==> src/verilog/sram_ctrl_params.svh <==
// timing constants and pin widths for the static memory controller
// What this block does
// - read while select and output enable low
// - write during select and write enable overlap
// - cycle time 12, 15 or 20 ns
// - address presented on the same edge that select falls for reads
// - address valid 10/12/15ns before write end
// - select low 10/12/15ns before write end
// - write data valid 7/8/9ns before end
// - stretch write pulse if output enable low
// - minimum write pulse 10/12/15ns otherwise
// - controller never drives while memory drives
`ifndef SRAM_CTRL_PARAMS_SVH
`define SRAM_CTRL_PARAMS_SVH

`define ADDR_W 18
`define DATA_W 4
`define CLK_PERIOD_NS 20
// slowest grade figures, so any grade is served
`define T_CYCLE_NS 20
`define T_ACCESS_NS 20
`define T_WRITE_PULSE_NS 15
`define T_DATA_SETUP_NS 9
`define T_TURNOFF_NS 8
`define T_ADDR_HOLD_NS 4
// least times round up to whole cycles, at least one
`define NS_TO_CYC(t) (((t) + `CLK_PERIOD_NS - 1) / `CLK_PERIOD_NS)
// read: access time plus two cycles for the input synchroniser
`define READ_CYC (`NS_TO_CYC(`T_ACCESS_NS) + 2)
// write pulse covers turn-off plus minimum write pulse (oe held high anyway)
`define WRITE_CYC `NS_TO_CYC(`T_WRITE_PULSE_NS + `T_TURNOFF_NS)
// idle cycles after a read so the memory has floated before we drive
`define TURN_CYC `NS_TO_CYC(`T_TURNOFF_NS)
`define CNT_W 4

`endif

==> src/verilog/sram_ctrl_pkg.sv <==
// types shared by the static memory controller
package sram_ctrl_pkg;
   typedef enum logic [2:0]
   {
      st_idle,
      st_read,
      st_write,
      st_wend,
      st_turn
   } ctrl_state_t;
endpackage : sram_ctrl_pkg

==> src/verilog/sram_ctrl.sv <==
// host controller sequencing the strobes of an async static memory
`timescale 1ns/10ps
`include "sram_ctrl_params.svh"
module sram_ctrl
   import sram_ctrl_pkg::*;
(
   // clock and reset
   input  wire logic               clock,
   input  wire logic               rst_n,
   // user request
   input  wire logic               req_valid,
   output logic                    req_ready,
   input  wire logic               req_write,
   input  wire logic [`ADDR_W-1:0] req_addr,
   input  wire logic [`DATA_W-1:0] req_wdata,
   // user read answer
   output logic                    rd_valid,
   output logic      [`DATA_W-1:0] rd_data,
   // memory pins
   output logic      [`ADDR_W-1:0] mem_addr,
   output logic                    mem_cs_n,
   output logic                    mem_oe_n,
   output logic                    mem_we_n,
   input  wire logic [`DATA_W-1:0] mem_dq_in,
   output logic      [`DATA_W-1:0] mem_dq_out,
   output logic                    mem_dq_oe
);

   ////////////////////////////////////////////////////////////////////////
   // constants sized for the counter
   localparam logic [`CNT_W-1:0] read_cnt  = `CNT_W'(`READ_CYC - 1);
   localparam logic [`CNT_W-1:0] write_cnt = `CNT_W'(`WRITE_CYC - 1);
   localparam logic [`CNT_W-1:0] turn_cnt  = `CNT_W'(`TURN_CYC - 1);

   ctrl_state_t        state_q;
   ctrl_state_t        state_d;
   logic [`CNT_W-1:0]  cnt_q;
   logic [`CNT_W-1:0]  cnt_d;
   logic [`ADDR_W-1:0] addr_q;
   logic [`DATA_W-1:0] wdata_q;
   logic               cs_n_q;
   logic               oe_n_q;
   logic               we_n_q;
   logic               dq_oe_q;
   logic               rd_valid_q;
   logic [`DATA_W-1:0] rd_data_q;
   logic [`DATA_W-1:0] dq_sync;

   // pin data is asynchronous to us, so it is synchronised first
   sram_data_sync u_sync
   (
      .clock    (clock),
      .rst_n    (rst_n),
      .pin_in   (mem_dq_in),
      .sync_out (dq_sync)
   );

   ////////////////////////////////////////////////////////////////////////
   // decode
   wire cnt_done = (cnt_q == '0);
   wire take     = req_valid && req_ready;
   assign req_ready = (state_q == st_idle);

   // next state: read, write and turn phases last whole counted cycles
   always_comb
   begin
      state_d = state_q;
      cnt_d   = cnt_done ? cnt_q : cnt_q - `CNT_W'(1);
      case (state_q)
         st_idle:
         begin
            if (take)
            begin
               state_d = req_write ? st_write : st_read;
               cnt_d   = req_write ? write_cnt : read_cnt;
            end
         end
         st_read:
         begin
            if (cnt_done)
            begin
               state_d = st_turn;
               cnt_d   = turn_cnt;
            end
         end
         st_write:
         begin
            if (cnt_done)
               state_d = st_wend;
         end
         st_wend:
            state_d = st_idle;
         st_turn:
         begin
            if (cnt_done)
               state_d = st_idle;
         end
         default:
            state_d = st_idle;
      endcase
   end

   ////////////////////////////////////////////////////////////////////////
   // pin strobes from state; all pins are registered
   wire active_nxt = (state_d == st_read) || (state_d == st_write)
                     || (state_d == st_wend);
   // select stays low through wend so write ends on we rising
   wire cs_n_nxt   = !active_nxt;
   wire oe_n_nxt   = !(state_d == st_read);
   wire we_n_nxt   = !(state_d == st_write);
   // data driven for the whole write and one cycle past we rising
   wire dq_oe_nxt  = (state_d == st_write) || (state_d == st_wend);

   // state and pin registers
   always_ff @(posedge clock)
   begin
      if (!rst_n)
      begin
         state_q <= st_idle;
         cnt_q   <= '0;
         cs_n_q  <= 1'b1;
         oe_n_q  <= 1'b1;
         we_n_q  <= 1'b1;
         dq_oe_q <= 1'b0;
      end
      else
      begin
         state_q <= state_d;
         cnt_q   <= cnt_d;
         cs_n_q  <= cs_n_nxt;
         oe_n_q  <= oe_n_nxt;
         we_n_q  <= we_n_nxt;
         dq_oe_q <= dq_oe_nxt;
      end
   end

   // address and data latched at acceptance, held to cycle end
   always_ff @(posedge clock)
   begin
      if (!rst_n)
      begin
         addr_q  <= '0;
         wdata_q <= '0;
      end
      else if (take)
      begin
         addr_q  <= req_addr;
         wdata_q <= req_wdata;
      end
   end

   ////////////////////////////////////////////////////////////////////////
   // read capture at the last read cycle; synchroniser delay is in READ_CYC
   wire rd_capture = (state_q == st_read) && cnt_done;

   always_ff @(posedge clock)
   begin
      if (!rst_n)
      begin
         rd_valid_q <= 1'b0;
         rd_data_q  <= '0;
      end
      else
      begin
         rd_valid_q <= rd_capture;
         if (rd_capture)
            rd_data_q <= dq_sync;
      end
   end

   // outputs
   assign mem_addr   = addr_q;
   assign mem_cs_n   = cs_n_q;
   assign mem_oe_n   = oe_n_q;
   assign mem_we_n   = we_n_q;
   assign mem_dq_out = wdata_q;
   assign mem_dq_oe  = dq_oe_q;
   assign rd_valid   = rd_valid_q;
   assign rd_data    = rd_data_q;

endmodule : sram_ctrl

==> src/verilog/sram_data_sync.sv <==
// two-stage synchroniser for the memory data pins
`timescale 1ns/10ps
`include "sram_ctrl_params.svh"
module sram_data_sync
(
   // clock and reset
   input  wire logic               clock,
   input  wire logic               rst_n,
   // asynchronous pin value and its synchronised copy
   input  wire logic [`DATA_W-1:0] pin_in,
   output logic      [`DATA_W-1:0] sync_out
);
   logic [`DATA_W-1:0] meta_q;

   // first stage is read by the second stage only
   always_ff @(posedge clock)
   begin
      if (!rst_n)
      begin
         meta_q   <= '0;
         sync_out <= '0;
      end
      else
      begin
         meta_q   <= pin_in;
         sync_out <= meta_q;
      end
   end
endmodule : sram_data_sync

==> config.mk <==
export PLATFORM = sky130hd
export DESIGN_NAME = sram_ctrl
export DESIGN_NICKNAME = d
export VERILOG_FILES = /design/src/verilog/sram_ctrl_pkg.sv /design/src/verilog/sram_ctrl.sv /design/src/verilog/sram_data_sync.sv
export VERILOG_INCLUDE_DIRS = /design/src /design/src/verilog
export SDC_FILE = /design/constraint.sdc
export NUM_CORES = 1
export LEC_CHECK = 0
export BUFFER_PORTS_ARGS = -buffer_cell sky130_fd_sc_hd__buf_2
export CAP_MARGIN = 20
export CORE_ASPECT_RATIO = 0.8
export CORE_MARGIN = 3
export CORE_UTILIZATION = 51
export DETAILED_ROUTE_END_ITERATION = 10
export GPL_TIMING_DRIVEN = 1
export PLACE_DENSITY = 0.78
export SLEW_MARGIN = 20
export SYNTH_ARGS = -nofsm -noshare
export SYNTH_HDL_FRONTEND = slang
export SYNTH_SLANG_ARGS = --single-unit
==> constraint.sdc <==
create_clock -name clock -period 3.38 [get_ports clock]
set_input_delay 0.338 -clock clock [delete_from_list [all_inputs] [get_ports clock]]
set_output_delay 0.338 -clock clock [all_outputs]
set_load 0.03 [all_outputs]
==> impl_metrics.env, run 1 <==
export IMPL_cp_num_buf_inv=1
export IMPL_ys_top_cells_by_count="nand2_1 (52), dfxtp_1 (46), a21oi_1 (27)"
export IMPL_slew_headroom=0.400
export IMPL_synth_async_reset_ratio=0
export IMPL_holdCritPathClass="in -> reg"
export IMPL_fp_dieH_um=57.3
export IMPL_cp_end_kind="flop"
export IMPL_drtPass1Iterations=4
export IMPL_cp_slowest_stage_delay_ns=0.73
export IMPL_die_area_um2=4020
export IMPL_layout_setup_ws_ns=1.15
export IMPL_worst_pin_slew_ns=0.899
export IMPL_grt_util_met3=0.0475
export IMPL_area_delta_synth_final_pct=24.4
export IMPL_p_int_mw=0.995
export IMPL_grtUsageMet1=0.243
export IMPL_grt_pass1_vias=1269
export IMPL_cts_made_buffers=5
export IMPL_synth_distinct_cells=30
export IMPL_clk_latency_ns=0.29
export IMPL_busiest_layer="met2"
export IMPL_vias=1464
export IMPL_cp_required_ns=3.53
export IMPL_grtUsageTotal=0.176
export IMPL_maxSlewViolCount=0
export IMPL_cts_max_path_buffers=2
export IMPL_timing_final_setup_violations=0
export IMPL_p_per_area_nw_per_um2=723
export IMPL_numPortBuffers=61
export IMPL_cts_tree="done"
export IMPL_synth_top_cell_area_share=0.548
export IMPL_drt_iter0_drc=80
export IMPL_die_width_um=70.2
export IMPL_ys_ff_latch=46
export IMPL_routed_wl_um=3540
export IMPL_start_util=0.568
export IMPL_routedWlPerCell_um=12.2
export IMPL_power_frac_seq=0.439
export IMPL_status="complete, no violations"
export IMPL_hold_viol=0
export IMPL_synth_nets=227
export IMPL_fin_nets=283
export IMPL_via_per_inst=5.05
export IMPL_path_clk_slew_ns=0.08
export IMPL_gp_congestion=0.832
export IMPL_postRouteAntennaNets=0
export IMPL_ctsResizeCount=0
export IMPL_grt_pass1_wl_um=5640
export IMPL_num_rows=17
export IMPL_coreArea_um2=2960
export IMPL_finClkSkew_ns=0.00548
export IMPL_yosysMostFrequentCell="nand2_1"
export IMPL_fill_cells=255
export IMPL_syn_area_per_cell_um2=8.62
export IMPL_post_cts_setup_buffers=0
export IMPL_grt_overflow_total=0
export IMPL_yosysTopAreaCell="dfxtp_1"
export IMPL_cp_max_fo=8
export IMPL_synth_warnings=0
export IMPL_htreeDepth=2
export IMPL_synthTopCellsByArea="dfxtp_1 (55%), nand2_1 (12%), a21oi_1 (8.0%)"
export IMPL_drive_above_1_share=0.278
export IMPL_crit_family="simple AND/OR/NAND/NOR gates"
export IMPL_crit_path_top_delay_cell="or4b_1"
export IMPL_seq_area_frac_synth=0.548
export IMPL_dp_hpwl_um=2440
export IMPL_power_share_clock=0.256
export IMPL_ir_worst_vdd_v=0.000412
export IMPL_ctsRootBufferMaster="clkbuf_8"
export IMPL_post_place_ws_ns=1.20
export IMPL_sw_frac_of_total=0.342
export IMPL_antennaDiodeCount=0
export IMPL_tns_ns=0
export IMPL_grt_max_degree=31
export IMPL_syn_area_um2=1680
export IMPL_finalCritPeriodShare=0.660
export IMPL_power_switching_mw=0.517
export IMPL_clock_fmax_mhz=448
export IMPL_combPwrFrac=0.305
export IMPL_cts_sink_count=46
export IMPL_drv_cap=0
export IMPL_synth_cells=195
export IMPL_fin_hold_ws_ns=0.255
export IMPL_drc=0
export IMPL_synth_ff_type="dfxtp_1"
export IMPL_grt_antenna_before_repair=0
export IMPL_worst_ep_arrival_time_ns=2.38
export IMPL_rsz0062_at_grt="no"
export IMPL_fin_crit_ns=2.23
export IMPL_use_met2=0.266
export IMPL_io_pins=62
export IMPL_crit_chain="inv_1 -> ha_1 -> or3b_1 -> or4b_1 -> mux2i_1 -> nor2_1"
export IMPL_startpoint_type="flop"
export IMPL_path_class="reg -> reg"
export IMPL_synth_edf_count=0
export IMPL_cts_hold_buf=0
export IMPL_leakage_nw=0.994
[through the flow]
step	power [mW]	instances	util	area, µm²
finish	1.51	290	0.707	2090
global route	1.60	290	0.707	2090
CTS	1.52	290	0.707	2090
detailed placement	1.13	282	0.671	1980
global placement	1.12	282	0.671	1980
floorplan	1.02	195	-	1680
[sequential cells by signal (all words and copies together) (netlist names)]
register         flops
mem_addr            18
rd_data              4
u_sync.sync_out      4
rd_valid             1
mem_cs_n             1
u_sync.meta_q        4
mem_oe_n             1
state_q              3
cnt_q                4
mem_we_n             1
mem_dq_out           4
mem_dq_oe            1
[final timing paths]
path                            cells past startpoint                       endpoint  slack, ns                   startpoint
worst max-delay path                                6        rd_data[3]$_SDFFE_PN0P_       1.15          cnt_q[0]$_SDFF_PN0_
worst min-delay path                                2    u_sync.meta_q[2]$_SDFF_PN0_       0.25                 mem_dq_in[2]
worst max register to register                      6        rd_data[3]$_SDFFE_PN0P_       1.15          cnt_q[0]$_SDFF_PN0_
worst min register to register                      1  u_sync.sync_out[2]$_SDFF_PN0_       0.44  u_sync.meta_q[2]$_SDFF_PN0_
[kinds of logic after synthesis]
kind of cell               synth area share
and+or+nand+nor                       0.246
buffers and inverters                0.0469
muxes                                0.0298
AOI/OAI and AO/OA                     0.114
DFF                                   0.548
adders and majority gates            0.0149
[area by class of cell]
| class | instances | area, µm² | area share |
|---|---|---|---|
| sequential | 46 | 921 | 0.440 |
| multi-input combinational | 131 | 681 | 0.326 |
| timing repair buffer | 63 | 320 | 0.153 |
| clock buffer | 7 | 76.3 | 0.0365 |
| tap | 38 | 47.5 | 0.0227 |
| clock inverter | 1 | 30.0 | 0.0144 |
| inverter | 4 | 15.0 | 0.00718 |
[placed cells by master, fill, tap and decap left out, types with 2 or more instances in the layout]
| cell type | n |
|---|---|
| inv_1 | 4 |
| and2_1 | 8 |
| ha_1 | 2 |
| o21ai_0 | 3 |
| dfxtp_1 | 46 |
| a21oi_1 | 27 |
| buf_4 | 2 |
| nand2_1 | 52 |
| clkbuf_1 | 2 |
| nor4_1 | 2 |
| or4b_1 | 2 |
| nand3b_1 | 2 |
| nor2_1 | 10 |
| mux2i_1 | 5 |
| nor3_1 | 4 |
| clkbuf_8 | 5 |
| buf_2 | 61 |
[power by group through the flow]
stage / sequential (mW) / combinational, mW / clock (mW)
after floorplan: 0.747 / 0.272 / 0
after global placement: 0.673 / 0.452 / 0
after detailed placement: 0.675 / 0.459 / 0
after CTS: 0.663 / 0.463 / 0.393
after global routing: 0.673 / 0.508 / 0.422
final: 0.664 / 0.461 / 0.387
[routing by layer]
metal,vias up,share of wire
met4,0,0.010
met1,660,0.49
li1,756,-
met2,44,0.43
met5,-,0
met3,4,0.071
Power figures use the tool's default switching activity.
==> run 2, diff against run 1 <==
--- a/config.mk
+++ b/config.mk
@@ -6,14 +6,15 @@
 export SDC_FILE = /design/constraint.sdc
 export NUM_CORES = 1
 export LEC_CHECK = 0
+export ABC_AREA = 1
 export BUFFER_PORTS_ARGS = -buffer_cell sky130_fd_sc_hd__buf_2
 export CAP_MARGIN = 20
 export CORE_ASPECT_RATIO = 0.8
 export CORE_MARGIN = 3
-export CORE_UTILIZATION = 51
+export CORE_UTILIZATION = 48
 export DETAILED_ROUTE_END_ITERATION = 10
 export GPL_TIMING_DRIVEN = 1
-export PLACE_DENSITY = 0.78
+export PLACE_DENSITY = 0.74
 export SLEW_MARGIN = 20
 export SYNTH_ARGS = -nofsm -noshare
 export SYNTH_HDL_FRONTEND = slang
==> constraint.sdc (replaced) <==
create_clock -name clock -period 2.3 [get_ports clock]
set_input_delay 0.23 -clock clock [delete_from_list [all_inputs] [get_ports clock]]
set_output_delay 0.23 -clock clock [all_outputs]
set_load 0.03 [all_outputs]
==> run 2 against run 1 <==
  * Wire length fell by 5.0%
  * Critical path depth did not move
  * Sequential power rose by 50%
  * Critical endpoint is now mem_cs_n$_SDFF_PN1_
  * Largest power group unchanged
==> impl_metrics.env, run 2 <==
export IMPL_status="complete, no violations"
export IMPL_startpoint_type="flop"
export IMPL_drc=0
export IMPL_syn_area_per_cell_um2=8.01
export IMPL_cp_end_kind="flop"
export IMPL_routed_wl_um=3360
export IMPL_clk_latency_ns=0.29
export IMPL_reg2reg_to="mem_cs_n$_SDFF_PN1_"
export IMPL_drive_above_1_share=0.279
export IMPL_slew_headroom=0.784
export IMPL_tns_ns=0
export IMPL_drtPass1Iterations=4
export IMPL_min_delay_start="mem_dq_in[3]"
export IMPL_ctsRootBufferMaster="clkbuf_8"
export IMPL_cp_required_ns=2.47
export IMPL_power_share_clock=0.209
export IMPL_post_cts_setup_buffers=0
export IMPL_dp_cells=304
export IMPL_grt_overflow_total=0
export IMPL_vias=1464
export IMPL_synth_ff_type="dfxtp_1"
export IMPL_rsz0062_at_grt="no"
export IMPL_crit_reg2reg_launch="state_q[1]$_SDFF_PN0_"
export IMPL_synth_distinct_cells=22
export IMPL_drv_cap=0
export IMPL_synthTopCellsByArea="dfxtp_1 (55%), nand2_1 (15%), a21oi_1 (8.6%)"
export IMPL_cts_tree="done"
export IMPL_cts_made_buffers=5
export IMPL_dp_hpwl_um=2410
export IMPL_final_common_cell="nand2_1"
export IMPL_ir_worst_vdd_v=0.000483
export IMPL_synth_async_reset_ratio=0
export IMPL_io_pins=62
export IMPL_finClkSkew_ns=0.00415
export IMPL_die_area_um2=4250
export IMPL_gp_congestion=0.759
export IMPL_antennaDiodeCount=0
export IMPL_ys_top_cells_by_count="nand2_1 (67), dfxtp_1 (46), a21oi_1 (29)"
export IMPL_synth_warnings=0
export IMPL_p_per_area_nw_per_um2=1120
export IMPL_power_switching_mw=0.898
export IMPL_ys_ff_latch=46
export IMPL_synth_top_cell_area_share=0.548
export IMPL_num_rows=18
export IMPL_synth_edf_count=0
export IMPL_fin_crit_ns=1.57
export IMPL_path_clk_slew_ns=0.08
export IMPL_holdCritPathClass="in -> reg"
export IMPL_grt_pass1_vias=1257
export IMPL_area_delta_synth_final_pct=23.9
export IMPL_multi_input_area_um2=627
export IMPL_rrSetupSlack_ns=0.73
export IMPL_seq_area_frac_synth=0.548
export IMPL_coreArea_um2=3220
export IMPL_cts_hold_buf=0
export IMPL_layout_common_cells="nand2_1 (67), buf_2 (61), dfxtp_1 (46)"
export IMPL_cts_max_path_buffers=2
export IMPL_fin_nets=303
export IMPL_fp_dieH_um=58.9
export IMPL_worstHoldPathCells=3
export IMPL_cp_max_fo=26
export IMPL_worst_pin_slew_ns=0.324
export IMPL_numPortBuffers=61
export IMPL_drt_iter0_drc=80
export IMPL_hold_viol=0
export IMPL_combPwrFrac=0.365
export IMPL_path_class="reg -> reg"
export IMPL_p_int_mw=1.44
export IMPL_sw_frac_of_total=0.384
export IMPL_clock_fmax_mhz=635
export IMPL_yosysMostFrequentCell="nand2_1"
export IMPL_power_frac_seq=0.426
export IMPL_largest_register_ffs=18
export IMPL_via_per_inst=4.69
export IMPL_grt_pass1_wl_um=5490
export IMPL_reg2reg_depth=6
export IMPL_design_area_um2=2080
export IMPL_seq_area_um2=921
export IMPL_finalCritPeriodShare=0.684
export IMPL_grtUsageTotal=0.168
export IMPL_grt_max_degree=27
export IMPL_synth_nets=242
export IMPL_fin_cells=312
export IMPL_timing_final_setup_violations=0
export IMPL_leakage_nw=1.07
export IMPL_htreeDepth=2
export IMPL_maxSlewViolCount=0
export IMPL_ctsResizeCount=0
export IMPL_start_util=0.522
export IMPL_holdPathEnd="u_sync.meta_q[3]$_SDFF_PN0_"
export IMPL_grt_antenna_before_repair=0
export IMPL_fill_cells=292
export IMPL_die_width_um=72.2
export IMPL_synth_cells=210
export IMPL_cts_sink_count=46
export IMPL_syn_area_um2=1680
export IMPL_placed_cell_area_um2=1990
export IMPL_worst_ep_arrival_time_ns=1.74
export IMPL_postRouteAntennaNets=0
export IMPL_routedWlPerCell_um=10.8
export IMPL_yosysTopAreaCell="dfxtp_1"
-- run 2: worst max path at each step --
stage	startpoint	endpoint	slack, ns	depth (start not counted)
floorplan	cnt_q[0]$_SDFF_PN0_	cnt_q[0]$_SDFF_PN0_	0.95	9
global placement	state_q[1]$_SDFF_PN0_	mem_cs_n$_SDFF_PN1_	0.76	6
detailed placement	state_q[1]$_SDFF_PN0_	mem_cs_n$_SDFF_PN1_	0.70	6
CTS	state_q[1]$_SDFF_PN0_	mem_cs_n$_SDFF_PN1_	0.71	6
global route	state_q[1]$_SDFF_PN0_	mem_cs_n$_SDFF_PN1_	0.54	6
finish	state_q[1]$_SDFF_PN0_	mem_cs_n$_SDFF_PN1_	0.73	6
-- run 2: layout make-up --
type                            count  share of cell area
Clock buffer                        7              0.0414
Clock inverter                      1             0.00240
Inverter                           21              0.0390
Multi-Input combinational cell    135               0.301
Sequential cell                    46               0.442
Tap cell                           40              0.0240
Timing Repair Buffer               62               0.150
-- run 2: routing by layer --
layer / global-route usage / part of all wire
met1: 0.221 / 0.47
met2: 0.248 / 0.43
met3: 0.0734 / 0.089
met4: 0.0563 / 0.012
met5: 0 / 0
-- run 2: cells by family (layout without fill, tap and decap cells) --
family,after synthesis,count (layout),synth area share
and+or+nand+nor,96,96,0.243
xor gates and xnor gates,2,2,0.0104
AOI/OAI and AO/OA,35,35,0.104
DFF,46,46,0.548
adders and majority gates,2,2,0.0149
buffers and inverters,29,91,0.0796
-- run 2: critical path: stages, from the launching register on --
cell	delay [ns]
dfxtp_1	0.35
nor2_4	0.18
nand3_4	0.27
inv_4	0.29
nand2_1	0.15
nand2_1	0.11
o21ai_0	0.09
-- run 2: power by group through the flow --
stage	combinational (mW)	sequential (mW)	clock [mW]
final	0.854	0.998	0.489
after detailed placement	0.860	1.01	0
after CTS	0.864	0.999	0.503
after floorplan	0.508	1.18	0
after global routing	0.963	1.01	0.547
after global placement	0.848	1.02	0
-- run 2: through the flow --
stage | utilization | power [mW] | setup slack (ns) | hold slack [ns]
floorplan | - | 1.69 | 0.955 | 0.328
global placement | 0.618 | 1.86 | 0.765 | 0.389
detailed placement | 0.618 | 1.88 | 0.705 | 0.397
CTS | 0.647 | 2.37 | 0.711 | 0.109
global route | 0.647 | 2.52 | 0.537 | 0.109
finish | 0.647 | 2.34 | 0.726 | 0.112
==> run 3, diff against run 2 <==
--- a/config.mk
+++ b/config.mk
@@ -6,7 +6,7 @@
 export SDC_FILE = /design/constraint.sdc
 export NUM_CORES = 1
 export LEC_CHECK = 0
-export ABC_AREA = 1
+export ABC_AREA = 0
 export BUFFER_PORTS_ARGS = -buffer_cell sky130_fd_sc_hd__buf_2
 export CAP_MARGIN = 20
 export CORE_ASPECT_RATIO = 0.8
==> constraint.sdc (replaced) <==
create_clock -name clock -period 1.58 [get_ports clock]
set_input_delay 0.158 -clock clock [delete_from_list [all_inputs] [get_ports clock]]
set_output_delay 0.158 -clock clock [all_outputs]
set_load 0.03 [all_outputs]
==> run 3 against run 2 <==
  * The run now ends with negative setup slack left
  * Power is 48% higher
  * Wire length grew 9.6%
  * Non-clock buffer count is 17 higher
  * Critical path depth stayed put
  * Flip-flop and latch count is the same
  * Register-to-register slack got worse by 0.96 ns
  * Maximum frequency decreased by 13%
  * Via count up 3.3%
  * Sequential power rose by 38%
  * Highest routed layer unchanged
==> impl_metrics.env, run 3 (same netlist as run 1, synthesis figures left out) <==
export IMPL_maxSlewViolCount=0
export IMPL_p_per_area_nw_per_um2=1520
export IMPL_tns_ns=-1.66
export IMPL_numPortBuffers=61
export IMPL_layout_setup_ws_ns=-0.235
export IMPL_final_common_cell="buf_2"
export IMPL_io_pins=62
export IMPL_grtUsageTotal=0.185
export IMPL_path_class="reg -> reg"
export IMPL_min_delay_start="mem_dq_in[0]"
export IMPL_post_route_util=0.709
export IMPL_antennaDiodeCount=0
export IMPL_drtPass1Iterations=4
export IMPL_hold_viol=0
export IMPL_num_rows=18
export IMPL_reg2reg_depth=6
export IMPL_finalCritPeriodShare=1.15
export IMPL_cts_tree="done"
export IMPL_grt_pass1_wl_um=6060
export IMPL_path_clk_slew_ns=0.08
export IMPL_drv_cap=0
export IMPL_ir_worst_vdd_v=0.00101
export IMPL_area_delta_synth_final_pct=35.8
export IMPL_rsz0062_at_grt="yes"
export IMPL_clock_fmax_mhz=551
export IMPL_cts_made_buffers=5
export IMPL_post_place_ws_ns=-0.348
export IMPL_clk_latency_ns=0.29
export IMPL_p_total_mw=3.48
export IMPL_fin_crit_ns=1.82
export IMPL_cp_required_ns=1.76
export IMPL_ctsRootBufferMaster="clkbuf_8"
export IMPL_cp_endpoint="rd_data[1]$_SDFFE_PN0P_"
export IMPL_cp_end_kind="flop"
export IMPL_via_per_inst=4.91
export IMPL_violations="negative setup slack"
export IMPL_reg2reg_to="rd_data[1]$_SDFFE_PN0P_"
export IMPL_coreArea_um2=3220
export IMPL_cts_max_path_buffers=2
export IMPL_grt_antenna_before_repair=0
export IMPL_die_area_um2=4250
export IMPL_rrSetupSlack_ns=-0.24
export IMPL_leakage_nw=1.08
export IMPL_drt_iter0_drc=63
export IMPL_grt_max_degree=25
export IMPL_grt_overflow_total=0
export IMPL_drc=0
export IMPL_crit_start="cnt_q[1]$_SDFF_PN0_"
export IMPL_routedWlPerCell_um=12.0
export IMPL_routed_wl_um=3680
export IMPL_timing_final_setup_violations=10
export IMPL_layout_common_cells="buf_2 (61), nand2_1 (52), dfxtp_1 (44)"
export IMPL_worst_pin_slew_ns=0.291
export IMPL_htreeDepth=2
export IMPL_gp_congestion=0.745
export IMPL_largest_register_ffs=18
export IMPL_finClkSkew_ns=0.00487
export IMPL_fp_dieH_um=58.9
export IMPL_cp_max_fo=7
export IMPL_startpoint_type="flop"
export IMPL_worst_ep_arrival_time_ns=2.00
export IMPL_holdCritPathClass="in -> reg"
export IMPL_drive_above_1_share=0.377
export IMPL_crit_reg2reg_launch="cnt_q[1]$_SDFF_PN0_"
export IMPL_dp_hpwl_um=2620
export IMPL_start_util=0.522
export IMPL_grt_pass1_vias=1364
export IMPL_slew_headroom=0.804
export IMPL_status="complete, but fails checks"
export IMPL_cts_sink_count=46
export IMPL_postRouteAntennaNets=0
export IMPL_vias=1513
export IMPL_die_width_um=72.2
export IMPL_fin_nets=299
## run 3: cell count changes in the layout (fill, tap and decap cells not counted), sizes merged, moves of 3 or more
| cell | before | now |
|---|---|---|
| inv | 20 | 4 |
| nor3 | 1 | 4 |
| and2 | 0 | 9 |
| buf | 62 | 79 |
| nand2 | 69 | 52 |
| o21ai | 6 | 3 |
| mux2i | 0 | 5 |
| nor2 | 17 | 11 |
| nand3 | 6 | 0 |
## run 3: timing repair
action                                  in CTS  in global routing
hold buffers                                 0                  0
endpoints found under the setup margin      11                 11
setup buffers                                1                  1
pin swaps                                    6                  2
resized for setup                            8                  2
## run 3: area by class of cell
type                       count  area, µm²
sequential                    46        923
fill                         271        938
tap                           40       50.0
clock buffer                   6       82.6
multi-input combinational    131        738
inverter                       4       15.0
timing repair buffer          79        460
clock inverter                 2       12.5
## run 3: through the flow
stage	hold slack [ns]	instances	area (µm²)
global placement	0.363	299	2150
detailed placement	0.370	299	2150
global route	0.0572	308	2280
CTS	0.0580	308	2280
finish	0.0653	308	2280
floorplan	0.285	195	1730
## run 3: per-layer routing
metal  global-route usage  up-vias  share of wire
met5                    0        -              0
met4               0.0724        0          0.013
met3               0.0563        5          0.066
met2                0.280       42           0.44
met1                0.248      680           0.48
li1                     -      786              -
## run 3: critical path, cell delays in order, from the launching register on
cell,delay (ns)
dfxtp_2,0.33
inv_2,0.06
ha_4,0.12
or3b_4,0.39
or4b_4,0.57
mux2i_1,0.18
nor2_1,0.06
## run 3: how the worst min path moves through the flow
stage	to	cells past startpoint
detailed placement	u_sync.meta_q[3]$_SDFF_PN0_	2
floorplan	u_sync.meta_q[0]$_SDFF_PN0_	1
global placement	u_sync.meta_q[2]$_SDFF_PN0_	2
CTS	u_sync.meta_q[3]$_SDFF_PN0_	2
finish	u_sync.meta_q[0]$_SDFF_PN0_	2
global route	u_sync.meta_q[3]$_SDFF_PN0_	2
## run 3: power breakdown
part           internal (mW)  switching (mW)  leakage [nW]
Clock                  0.351           0.377        0.0472
Sequential              1.32          0.0663         0.378
Combinational          0.597           0.769         0.656
Total                   2.26            1.21          1.08
